$ cat src/lfo_pkg.sv
// Shared constants for the low-frequency oscillator control block
package lfo_pkg;
  // ****************************************************
  // Register indices (byte address is four times index)
  // ****************************************************
  localparam logic [9:0] LF_CTRL_IDX = 10'h086;
  localparam logic [9:0] HF_CAL_IDX = 10'h0b3;
  localparam logic [9:0] CAP_MODE_IDX = 10'h090;
  localparam logic [9:0] T2_COUNT_IDX = 10'h091;
  localparam logic [9:0] T2_RELOAD_IDX = 10'h092;
  localparam logic [9:0] T3_COUNT_IDX = 10'h093;
  localparam logic [9:0] T3_RELOAD_IDX = 10'h094;
  localparam logic [9:0] INT_STATUS_IDX = 10'h095;
  localparam logic [9:0] INT_MASK_IDX = 10'h096;
  localparam int ADDR_W = 12;
  // ****************************************************
  // Field positions
  // ****************************************************
  localparam int LF_EN_BIT = 7;
  localparam int LF_RDY_BIT = 6;
  localparam int LF_TRIM_LSB = 2;
  localparam int LF_DIV_LSB = 0;
  localparam int CAP_T2_BIT = 0;
  localparam int CAP_T3_BIT = 1;
  localparam int IRQ_RDY_BIT = 0;
  localparam int IRQ_T2_BIT = 1;
  localparam int IRQ_T3_BIT = 2;
  localparam int IRQ_W = 3;
  localparam int HF_CAL_W = 5;
  // ****************************************************
  // Reset values
  // ****************************************************
  localparam logic [3:0] LF_TRIM_RESET = 4'h8;
  localparam logic [1:0] LF_DIV_RESET = 2'h0;
  // Factory trim for the 12 MHz setting; value is arbitrary
  localparam logic [4:0] HF_CAL_FACTORY = 5'h10;
  // ****************************************************
  // Divider codes
  // ****************************************************
  localparam logic [1:0] DIV_BY_8 = 2'h0;
  localparam logic [1:0] DIV_BY_4 = 2'h1;
  localparam logic [1:0] DIV_BY_2 = 2'h2;
  localparam logic [1:0] DIV_BY_1 = 2'h3;
  // ****************************************************
  // Timing
  // ****************************************************
  localparam int CLK_KHZ = 100000;
  localparam int LF_NOM_KHZ = 80;
  localparam int LF_HALF_NOM = CLK_KHZ / LF_NOM_KHZ / 2;
  localparam int LF_TRIM_STEP = 4;
  localparam int LF_HALF_MIN = LF_HALF_NOM - 8 * LF_TRIM_STEP;
  localparam int STAB_TIME_US = 100;
  localparam int STAB_CYCLES = STAB_TIME_US * CLK_KHZ / 1000;
endpackage : lfo_pkg

$ cat src/lfo_edge_if.sv
// Edge carrier from the oscillator model to the capture timers
`timescale 1ns/1ps
interface lfo_edge_if;
  logic osc_out;
  logic rise;
  logic fall;
  modport src (output osc_out, output rise, output fall);
  modport snk (input osc_out, input rise, input fall);
endinterface : lfo_edge_if

$ cat src/lfo_osc.sv
// Digital low-frequency oscillator with trim, divider and ready flag
`timescale 1ns/1ps
module lfo_osc
  import lfo_pkg::*;
#(
  parameter int STAB = lfo_pkg::STAB_CYCLES
)
(
  input wire logic clock,
  input wire logic rst,
  input wire logic enable,
  input wire logic [3:0] trim,
  input wire logic [1:0] div_sel,
  output logic ready,
  lfo_edge_if.src edges
);
  import lfo_pkg::*;
  logic [11:0] half_cnt;
  logic [11:0] half_len;
  logic raw;
  logic [2:0] div_cnt;
  logic sel_out;
  logic out_q;
  logic [15:0] stab_cnt;
  logic half_done;
  // Trim 0 is fastest, 15 slowest; nominal sits at trim 8
  assign half_len = 12'(LF_HALF_MIN + LF_TRIM_STEP * int'(trim));
  assign half_done = half_cnt >= half_len - 12'h001;
  // Divider ratio from the select code
  assign sel_out = (div_sel == DIV_BY_1) ? raw :
                   (div_sel == DIV_BY_2) ? div_cnt[0] :
                   (div_sel == DIV_BY_4) ? div_cnt[1] : div_cnt[2];
  // Half-period counter and raw square wave
  always_ff @(posedge clock or posedge rst)
  begin
    if (rst)
    begin
      half_cnt <= 12'h000;
      raw <= 1'b0;
    end
    else if (!enable)
    begin
      half_cnt <= 12'h000;
      raw <= 1'b0;
    end
    else if (half_done)
    begin
      half_cnt <= 12'h000;
      raw <= !raw;
    end
    else
      half_cnt <= half_cnt + 12'h001;
  end
  // Ripple count on each raw rising half-period end
  always_ff @(posedge clock or posedge rst)
  begin
    if (rst)
      div_cnt <= 3'h0;
    else if (!enable)
      div_cnt <= 3'h0;
    else if (half_done && !raw)
      div_cnt <= div_cnt + 3'h1;
  end
  // Registered output, edges and stabilization timer
  always_ff @(posedge clock or posedge rst)
  begin
    if (rst)
    begin
      out_q <= 1'b0;
      stab_cnt <= 16'h0000;
      ready <= 1'b0;
    end
    else
    begin
      out_q <= sel_out;
      if (!enable)
        stab_cnt <= 16'h0000;
      else if (!ready)
        stab_cnt <= stab_cnt + 16'h0001;
      ready <= enable && (ready || int'(stab_cnt) >= STAB - 1);
    end
  end
  assign edges.osc_out = out_q;
  assign edges.rise = sel_out && !out_q;
  assign edges.fall = !sel_out && out_q;
endmodule : lfo_osc

$ cat src/lfo_cap_timer.sv
// Free-running 16-bit timer that captures on an oscillator edge
`timescale 1ns/1ps
module lfo_cap_timer #(
  parameter bit FALLING = 1'b1
)
(
  input wire logic clock,
  input wire logic rst,
  lfo_edge_if.snk edges,
  input wire logic capture_en,
  input wire logic reload_we,
  input wire logic [15:0] reload_wdata,
  output logic [15:0] count,
  output logic [15:0] reload,
  output logic captured
);
  logic hit;
  // Timer 2 takes falling edges, timer 3 rising ones
  assign hit = capture_en && (FALLING ? edges.fall : edges.rise);
  assign captured = hit;
  // Count runs from the system clock as the known time base
  always_ff @(posedge clock or posedge rst)
  begin
    if (rst)
      count <= 16'h0000;
    else
      count <= count + 16'h0001;
  end
  // Capture beats a software write in the same cycle
  always_ff @(posedge clock or posedge rst)
  begin
    if (rst)
      reload <= 16'h0000;
    else if (hit)
      reload <= count;
    else if (reload_we)
      reload <= reload_wdata;
  end
endmodule : lfo_cap_timer

$ cat src/lfo_ctrl.sv
// Low-frequency oscillator control, calibration and capture top
// Register map by word index; the byte address is four times it
//   0x86 lf_osc_control: enable 7, ready 6, trim 5..2, divider 1..0
//   0xb3 hf_osc_calibration: 5-bit period trim, reads 0 in recovery
//   0x90 capture mode: bit 0 timer 2, bit 1 timer 3
//   0x91 timer 2 count, read-only
//   0x92 timer 2 reload pair, loaded by capture or by software
//   0x93 timer 3 count, read-only
//   0x94 timer 3 reload pair, loaded by capture or by software
//   0x95 interrupt status, write one to clear
//   0x96 interrupt mask, same layout as the status
// Status bits: 0 ready rose, 1 timer 2 capture, 2 timer 3 capture
// Unmapped words answer with an error and read as zero
// Limitation: the oscillator is a counted model, so its frequency
// moves in whole system clocks and the trim steps are linear
//
// Local design decision: the APB slave port.
`timescale 1ns/1ps
module lfo_ctrl
  import lfo_pkg::*;
#(
  parameter int STAB = lfo_pkg::STAB_CYCLES,
  parameter logic [4:0] HF_CAL_INIT = lfo_pkg::HF_CAL_FACTORY
)
(
  input wire logic clock,
  input wire logic rst,
  input wire logic psel,
  input wire logic penable,
  input wire logic pwrite,
  input wire logic [lfo_pkg::ADDR_W-1:0] paddr,
  input wire logic [31:0] pwdata,
  output logic [31:0] prdata,
  output logic pready,
  output logic pslverr,
  input wire logic usb_clock_recovery,
  output logic lf_clk_out,
  output logic [4:0] hf_period_trim,
  output logic irq
);
  import lfo_pkg::*;

  // ****************************************************
  // Declarations
  // ****************************************************
  logic lf_osc_enable;
  logic [3:0] lf_freq_trim;
  logic [1:0] lf_divider_select;
  logic lf_osc_ready;
  logic lf_ready_q;
  logic [4:0] hf_osc_calibration;
  logic [1:0] cap_mode;
  logic [IRQ_W-1:0] int_status;
  logic [IRQ_W-1:0] int_mask;
  logic [IRQ_W-1:0] irq_events;
  logic [IRQ_W-1:0] irq_clear;
  logic [15:0] t2_count;
  logic [15:0] t2_reload;
  logic [15:0] t3_count;
  logic [15:0] t3_reload;
  logic t2_captured;
  logic t3_captured;
  logic rec_meta;
  logic rec_sync;
  logic [9:0] reg_idx;
  logic setup;
  logic wr_en;
  logic hit_lf;
  logic hit_hf;
  logic hit_cap;
  logic hit_t2c;
  logic hit_t2r;
  logic hit_t3c;
  logic hit_t3r;
  logic hit_ist;
  logic hit_imk;
  logic mapped;
  logic [31:0] next_rdata;
  logic [7:0] lf_ctrl_view;
  logic [7:0] hf_cal_view;

  // ****************************************************
  // Oscillator and capture timers
  // ****************************************************
  lfo_edge_if edges ();

  // Oscillator model with trim, divider and ready timer
  lfo_osc #(
    .STAB(STAB)
  ) u_osc (
    .clock(clock),
    .rst(rst),
    .enable(lf_osc_enable),
    .trim(lf_freq_trim),
    .div_sel(lf_divider_select),
    .ready(lf_osc_ready),
    .edges(edges.src)
  );

  // Timer 2 captures on the falling edge
  lfo_cap_timer #(
    .FALLING(1'b1)
  ) u_t2 (
    .clock(clock),
    .rst(rst),
    .edges(edges.snk),
    .capture_en(cap_mode[CAP_T2_BIT]),
    .reload_we(wr_en && hit_t2r),
    .reload_wdata(pwdata[15:0]),
    .count(t2_count),
    .reload(t2_reload),
    .captured(t2_captured)
  );

  // Timer 3 captures on the rising edge
  lfo_cap_timer #(
    .FALLING(1'b0)
  ) u_t3 (
    .clock(clock),
    .rst(rst),
    .edges(edges.snk),
    .capture_en(cap_mode[CAP_T3_BIT]),
    .reload_we(wr_en && hit_t3r),
    .reload_wdata(pwdata[15:0]),
    .count(t3_count),
    .reload(t3_reload),
    .captured(t3_captured)
  );

  // Oscillator output leaves through the divider
  assign lf_clk_out = edges.osc_out;

  // ****************************************************
  // Clock recovery synchroniser
  // ****************************************************

  // Recovery enable comes from another block; two flops
  // Only the second flop is read by any logic
  always_ff @(posedge clock or posedge rst)
  begin
    if (rst)
    begin
      rec_meta <= 1'b0;
      rec_sync <= 1'b0;
    end
    else
    begin
      rec_meta <= usb_clock_recovery;
      rec_sync <= rec_meta;
    end
  end

  // ****************************************************
  // Address decode
  // ****************************************************

  // Word index; low two address bits are ignored
  assign reg_idx = paddr[ADDR_W-1:2];
  assign setup = psel && !penable;
  assign wr_en = psel && penable && pwrite && mapped;
  assign hit_lf = reg_idx == LF_CTRL_IDX;
  assign hit_hf = reg_idx == HF_CAL_IDX;
  assign hit_cap = reg_idx == CAP_MODE_IDX;
  assign hit_t2c = reg_idx == T2_COUNT_IDX;
  assign hit_t2r = reg_idx == T2_RELOAD_IDX;
  assign hit_t3c = reg_idx == T3_COUNT_IDX;
  assign hit_t3r = reg_idx == T3_RELOAD_IDX;
  assign hit_ist = reg_idx == INT_STATUS_IDX;
  assign hit_imk = reg_idx == INT_MASK_IDX;
  assign mapped = hit_lf || hit_hf || hit_cap || hit_t2c ||
                  hit_t2r || hit_t3c || hit_t3r || hit_ist ||
                  hit_imk;

  // Zero-wait slave: read data is loaded during setup
  // Read data comes from a flop, so no decode path feeds it
  assign pready = psel && penable;
  assign pslverr = psel && penable && !mapped;

  // ****************************************************
  // Read views
  // ****************************************************

  // Ready is hardware status and ignores writes
  assign lf_ctrl_view = {lf_osc_enable, lf_osc_ready,
                         lf_freq_trim, lf_divider_select};
  // Contents are meaningless while recovery retunes them
  assign hf_cal_view = rec_sync ? 8'h00 :
                       {3'h0, hf_osc_calibration};

  // Read multiplexer
  assign next_rdata =
    hit_lf ? {24'h000000, lf_ctrl_view} :
    hit_hf ? {24'h000000, hf_cal_view} :
    hit_cap ? {30'h00000000, cap_mode} :
    hit_t2c ? {16'h0000, t2_count} :
    hit_t2r ? {16'h0000, t2_reload} :
    hit_t3c ? {16'h0000, t3_count} :
    hit_t3r ? {16'h0000, t3_reload} :
    hit_ist ? {29'h00000000, int_status} :
    hit_imk ? {29'h00000000, int_mask} : 32'h00000000;

  // Read data register, updated in the setup cycle
  always_ff @(posedge clock or posedge rst)
  begin
    if (rst)
      prdata <= 32'h00000000;
    else if (setup && !pwrite)
      prdata <= next_rdata;
  end

  // ****************************************************
  // Control registers
  // ****************************************************

  // Low-frequency control; trim resets to its nominal code
  // A divider change while enabled can cut one period short
  // Clearing the enable first restarts the wave cleanly
  always_ff @(posedge clock or posedge rst)
  begin
    if (rst)
    begin
      lf_osc_enable <= 1'b0;
      lf_freq_trim <= LF_TRIM_RESET;
      lf_divider_select <= LF_DIV_RESET;
    end
    else if (wr_en && hit_lf)
    begin
      lf_osc_enable <= pwdata[LF_EN_BIT];
      lf_freq_trim <= pwdata[LF_TRIM_LSB +: 4];
      lf_divider_select <= pwdata[LF_DIV_LSB +: 2];
    end
  end

  // High-frequency calibration, factory value after reset
  always_ff @(posedge clock or posedge rst)
  begin
    if (rst)
      hf_osc_calibration <= HF_CAL_INIT;
    else if (wr_en && hit_hf)
      hf_osc_calibration <= pwdata[HF_CAL_W-1:0];
  end
  assign hf_period_trim = hf_osc_calibration;

  // Capture mode enables for both timers
  always_ff @(posedge clock or posedge rst)
  begin
    if (rst)
      cap_mode <= 2'h0;
    else if (wr_en && hit_cap)
      cap_mode <= pwdata[1:0];
  end

  // ****************************************************
  // Interrupts
  // ****************************************************

  // Events: ready rising and each timer capture
  assign irq_events = {t3_captured, t2_captured,
                       lf_osc_ready && !lf_ready_q};
  assign irq_clear = (wr_en && hit_ist) ?
                     pwdata[IRQ_W-1:0] : {IRQ_W{1'b0}};

  // Ready history for the rising-edge event
  always_ff @(posedge clock or posedge rst)
  begin
    if (rst)
      lf_ready_q <= 1'b0;
    else
      lf_ready_q <= lf_osc_ready;
  end

  // Sticky status; a new event outranks a write-one clear
  // A capture in the clear cycle is therefore never lost
  always_ff @(posedge clock or posedge rst)
  begin
    if (rst)
      int_status <= {IRQ_W{1'b0}};
    else
      int_status <= (int_status & ~irq_clear) | irq_events;
  end

  // Mask register, one enables the matching status bit
  always_ff @(posedge clock or posedge rst)
  begin
    if (rst)
      int_mask <= {IRQ_W{1'b0}};
    else if (wr_en && hit_imk)
      int_mask <= pwdata[IRQ_W-1:0];
  end

  // Level interrupt while any unmasked bit stands
  assign irq = |(int_status & int_mask);

endmodule : lfo_ctrl

$ cat config.mk
export PLATFORM = sky130hd
export DESIGN_NAME = lfo_ctrl
export DESIGN_NICKNAME = d
export VERILOG_FILES = /design/src/lfo_pkg.sv /design/src/lfo_edge_if.sv /design/src/lfo_osc.sv /design/src/lfo_cap_timer.sv /design/src/lfo_ctrl.sv
export SDC_FILE = /design/constraint.sdc
export NUM_CORES = 1
export LEC_CHECK = 0
export BUFFER_PORTS_ARGS = -buffer_cell sky130_fd_sc_hd__buf_2
export CORE_UTILIZATION = 63
export DETAILED_ROUTE_END_ITERATION = 7
export GPL_TIMING_DRIVEN = 0
export PLACE_DENSITY_LB_ADDON = 0.3
export SYNTH_ARGS = -nofsm -noshare
export SYNTH_HDL_FRONTEND = slang
export SYNTH_SLANG_ARGS = --single-unit
$ cat constraint.sdc
create_clock -name clock -period 13.3 [get_ports clock]
set_clock_uncertainty 0.15 [all_clocks]
set_input_delay 2.66 -clock clock [delete_from_list [all_inputs] [get_ports clock]]
set_output_delay 2.66 -clock clock [all_outputs]
set_load 0.005 [all_outputs]
==> results.toml <==
[setup_path]
crit_chain = "buf_2 -> clkbuf_1 -> clkbuf_1 -> nor2_1 -> nor4_1 -> nor3b_1 -> buf_2"
critical_path_buf_inv_count = 4
cp.required_ps = 10490
path_class = "in2out"
start_kind = "input pin"
end_kind = "output port"
crit_path_max_fanout = 10
path_delay_family = "buffers and inverters"
arrival_ps = 4020
critPathMaxStageDelay_ps = 420
crit_slowest_cell = "clkbuf_1"

[clock_tree]
h-tree-depth = 4
cts_tree = "done"
post_cts_buffers = 0
insertion_delay_ps = 530
cts_buffers = 17
cts_resized = 0
root_buffer = "clkbuf_8"
ctsHoldBuffers = 0
clkTransAtPathRegs_ps = 60
cts_num_sinks = 137
clockBufferDepth = 2

[yosys]
synth.area.top_cells = "dfrtp_1 (48%), mux2i_1 (6.8%), nand2_1 (3.7%), xor2_1 (3.2%), nor2_1 (3.1%)"
synth_cells = 687
synth_compound_area_frac = 0.113
yosys.area_share.simple = 0.171
synth_seq_cells = 137
synth_top_area_frac = 0.479
synth.most_common_cell = "dfrtp_1"
ys_types = 65
post-synth-top-area-cell = "dfrtp_1"
yosysWarnings = 0
synth_xor_area_frac = 0.0609
synthAdderAreaFrac = 0.0231
async_flop_share = 1.00
seq_area_frac_synth = 0.487
synth-edff-count = 0
syn_area_sq_um = 7050
synth_flop_cell = "dfrtp_1"
muxShareOfSynthArea = 0.0985
avgSynthCellArea_sq_um = 10.3
synth_commonest_cells = "dfrtp_1 (135), nand2_1 (69), nor2_1 (58)"
synth_top_family_by_area = "simple AND/OR/NAND/NOR gates"

[layout]
final_cells = 933
antenna_cells = 0
final_area_sq_um = 8240
finish.utilization = 0.756
nets = 843
area_growth_pct = 16.8
drive_above_1_share = 0.185

[timing]
slew_headroom = 0.188
rsz0062_at_grt = "no"
worst_pin_slew_ps = 1220
post-route-min-period_ps = 6830
fmax_mhz = 146
whs_ps = 209
setup_ws_ps = 6470
finalHoldViolations = 0
setup_viol = 0
post-route-period-util = 0.514
setup_tns_ps = 0
drv_slew = 0

[status]
status = "complete, no violations"

[power_and_ir_drop]
power_density_nw_per_um2 = 118
p_leak_nw = 3.77
vdd_ir_drop_max_mv = 0.108
finalPower_mw = 0.974

[min_path]
hold_class = "reg2reg"

[floorplan]
die_width_um = 108
core-area_sq_um = 10900
initial_utilization = 0.647
dieArea_sq_um = 11600
ioPinCount = 91
std_cell_rows = 38
die_y_um = 108

[global_routing]
grt_pass1_vias = 5591
grt_pass1_wl_mm = 27.5
gr-total-overflow = 0
grt_max_degree = 74
grt_usage = 0.315
antenna_found_initial = 0

[routing]
vias = 5566
wl_per_cell_um = 18.3
drc = 0
vias_per_cell = 5.97
dr.pass1.iters = 6
drt-total-wl_mm = 17.1
drt_iter0_markers = 424
drtAntennaViolNets = 0

[placed_design]
place_ws_ps = 6520
gp_congestion = 0.884
place_inst = 901
placement.io_buffers = 56
place_area_sq_um = 7600
dp_hpwl_mm = 11.8

[job]
maxCapViolCount = 0
[area by class of cell]
type / instances / area (sq um)
clock inverters: 10 / 163
plain buffers: 44 / 248
well taps: 140 / 175
fillers: 740 / 2650
multi-input cells: 502 / 3360
clock buffers: 22 / 473
repair buffers: 57 / 308
inverters: 21 / 83.8
flip-flops and latches: 137 / 3430
[placed cells by master, fill, tap and decap left out, types with 3 or more instances in the layout]
cell and count:
clkbuf_8 5, nor4_1 5, nor3b_1 4, nor3_1 8
a21oi_1 24, inv_6 3, a31oi_1 4, nand2_1 69
and2_1 4, and3_1 14, conb_1 18, buf_4 17
and4_1 5, mux2i_1 48, nand4_1 7, mux2_2 17
xnor2_1 23, a211o_1 11, a22o_1 3, o211ai_1 4
nand3_1 25, a22oi_1 9, ha_1 13, or3_1 5
clkbuf_16 16, nand2b_1 5, a221oi_1 3, buf_2 59
clkbuf_1 22, dfrtp_1 135, nor2b_1 5, a21o_1 7
xor2_1 26, inv_1 20, nor2_1 58, o21ai_0 41
bufinv_16 4
[worst reg2reg max path, cell delays in order, from the launching register on]
cell and delay [ps]:
dfrtp_1 420, ha_1 290, inv_1 40, ha_1 180
or3_1 390, o211ai_1 260, nand3_1 370, nor2_1 220
[worst paths after layout]
check | slack [ps] | end | start | cells after the start
setup reg to reg | 10920 | u_osc.half_cnt[9] | lf_freq_trim[2] | 7
hold / removal | 210 | rec_sync | rec_meta | 0
max in group asynchronous | 10160 | u_t3.count[14] | rst | 3
hold reg to reg | 210 | rec_sync | rec_meta | 0
setup / recovery | 6470 | pslverr | paddr[3] | 7
min in group asynchronous | 2080 | rec_sync | rst | 2
[metal layers]
layer	routed length [um]	part of all wire	GRT usage
met5	0	0	0
met4	317	0.019	0.118
met3	856	0.050	0.0654
met2	8580	0.50	0.529
met1	7310	0.43	0.401
[sequential cells by signal (all words and copies together), names as in the netlist, 2 cells and up]
signal / flops
u_t2.reload: 16
u_t3.reload: 16
u_t3.count: 16
u_t2.count: 16
cap_mode: 2
int_mask: 3
hf_period_trim: 5
prdata: 16
u_osc.half_cnt: 12
lf_divider_select: 2
u_osc.div_cnt: 3
int_status: 3
lf_freq_trim: 4
u_osc.stab_cnt: 16
[report_power, final]
part,switching [mW],internal (mW)
sequential,0.00346,0.422
clock,0.175,0.325
combinational,0.0294,0.0183
total,0.208,0.765
[logic make-up (layout without fill, tap and decap cells)]
| group | Yosys count | count (layout) |
|---|---|---|
| adders and majority gates | 13 | 13 |
| other | 1 | 18 |
| buffers and inverters | 65 | 154 |
| muxes | 66 | 66 |
| and+or+nand+nor | 235 | 235 |
| xor gates and xnor gates | 49 | 49 |
| DFF | 137 | 137 |
| AOI/OAI and AO/OA | 121 | 121 |
Power figures use the tool's default switching activity.
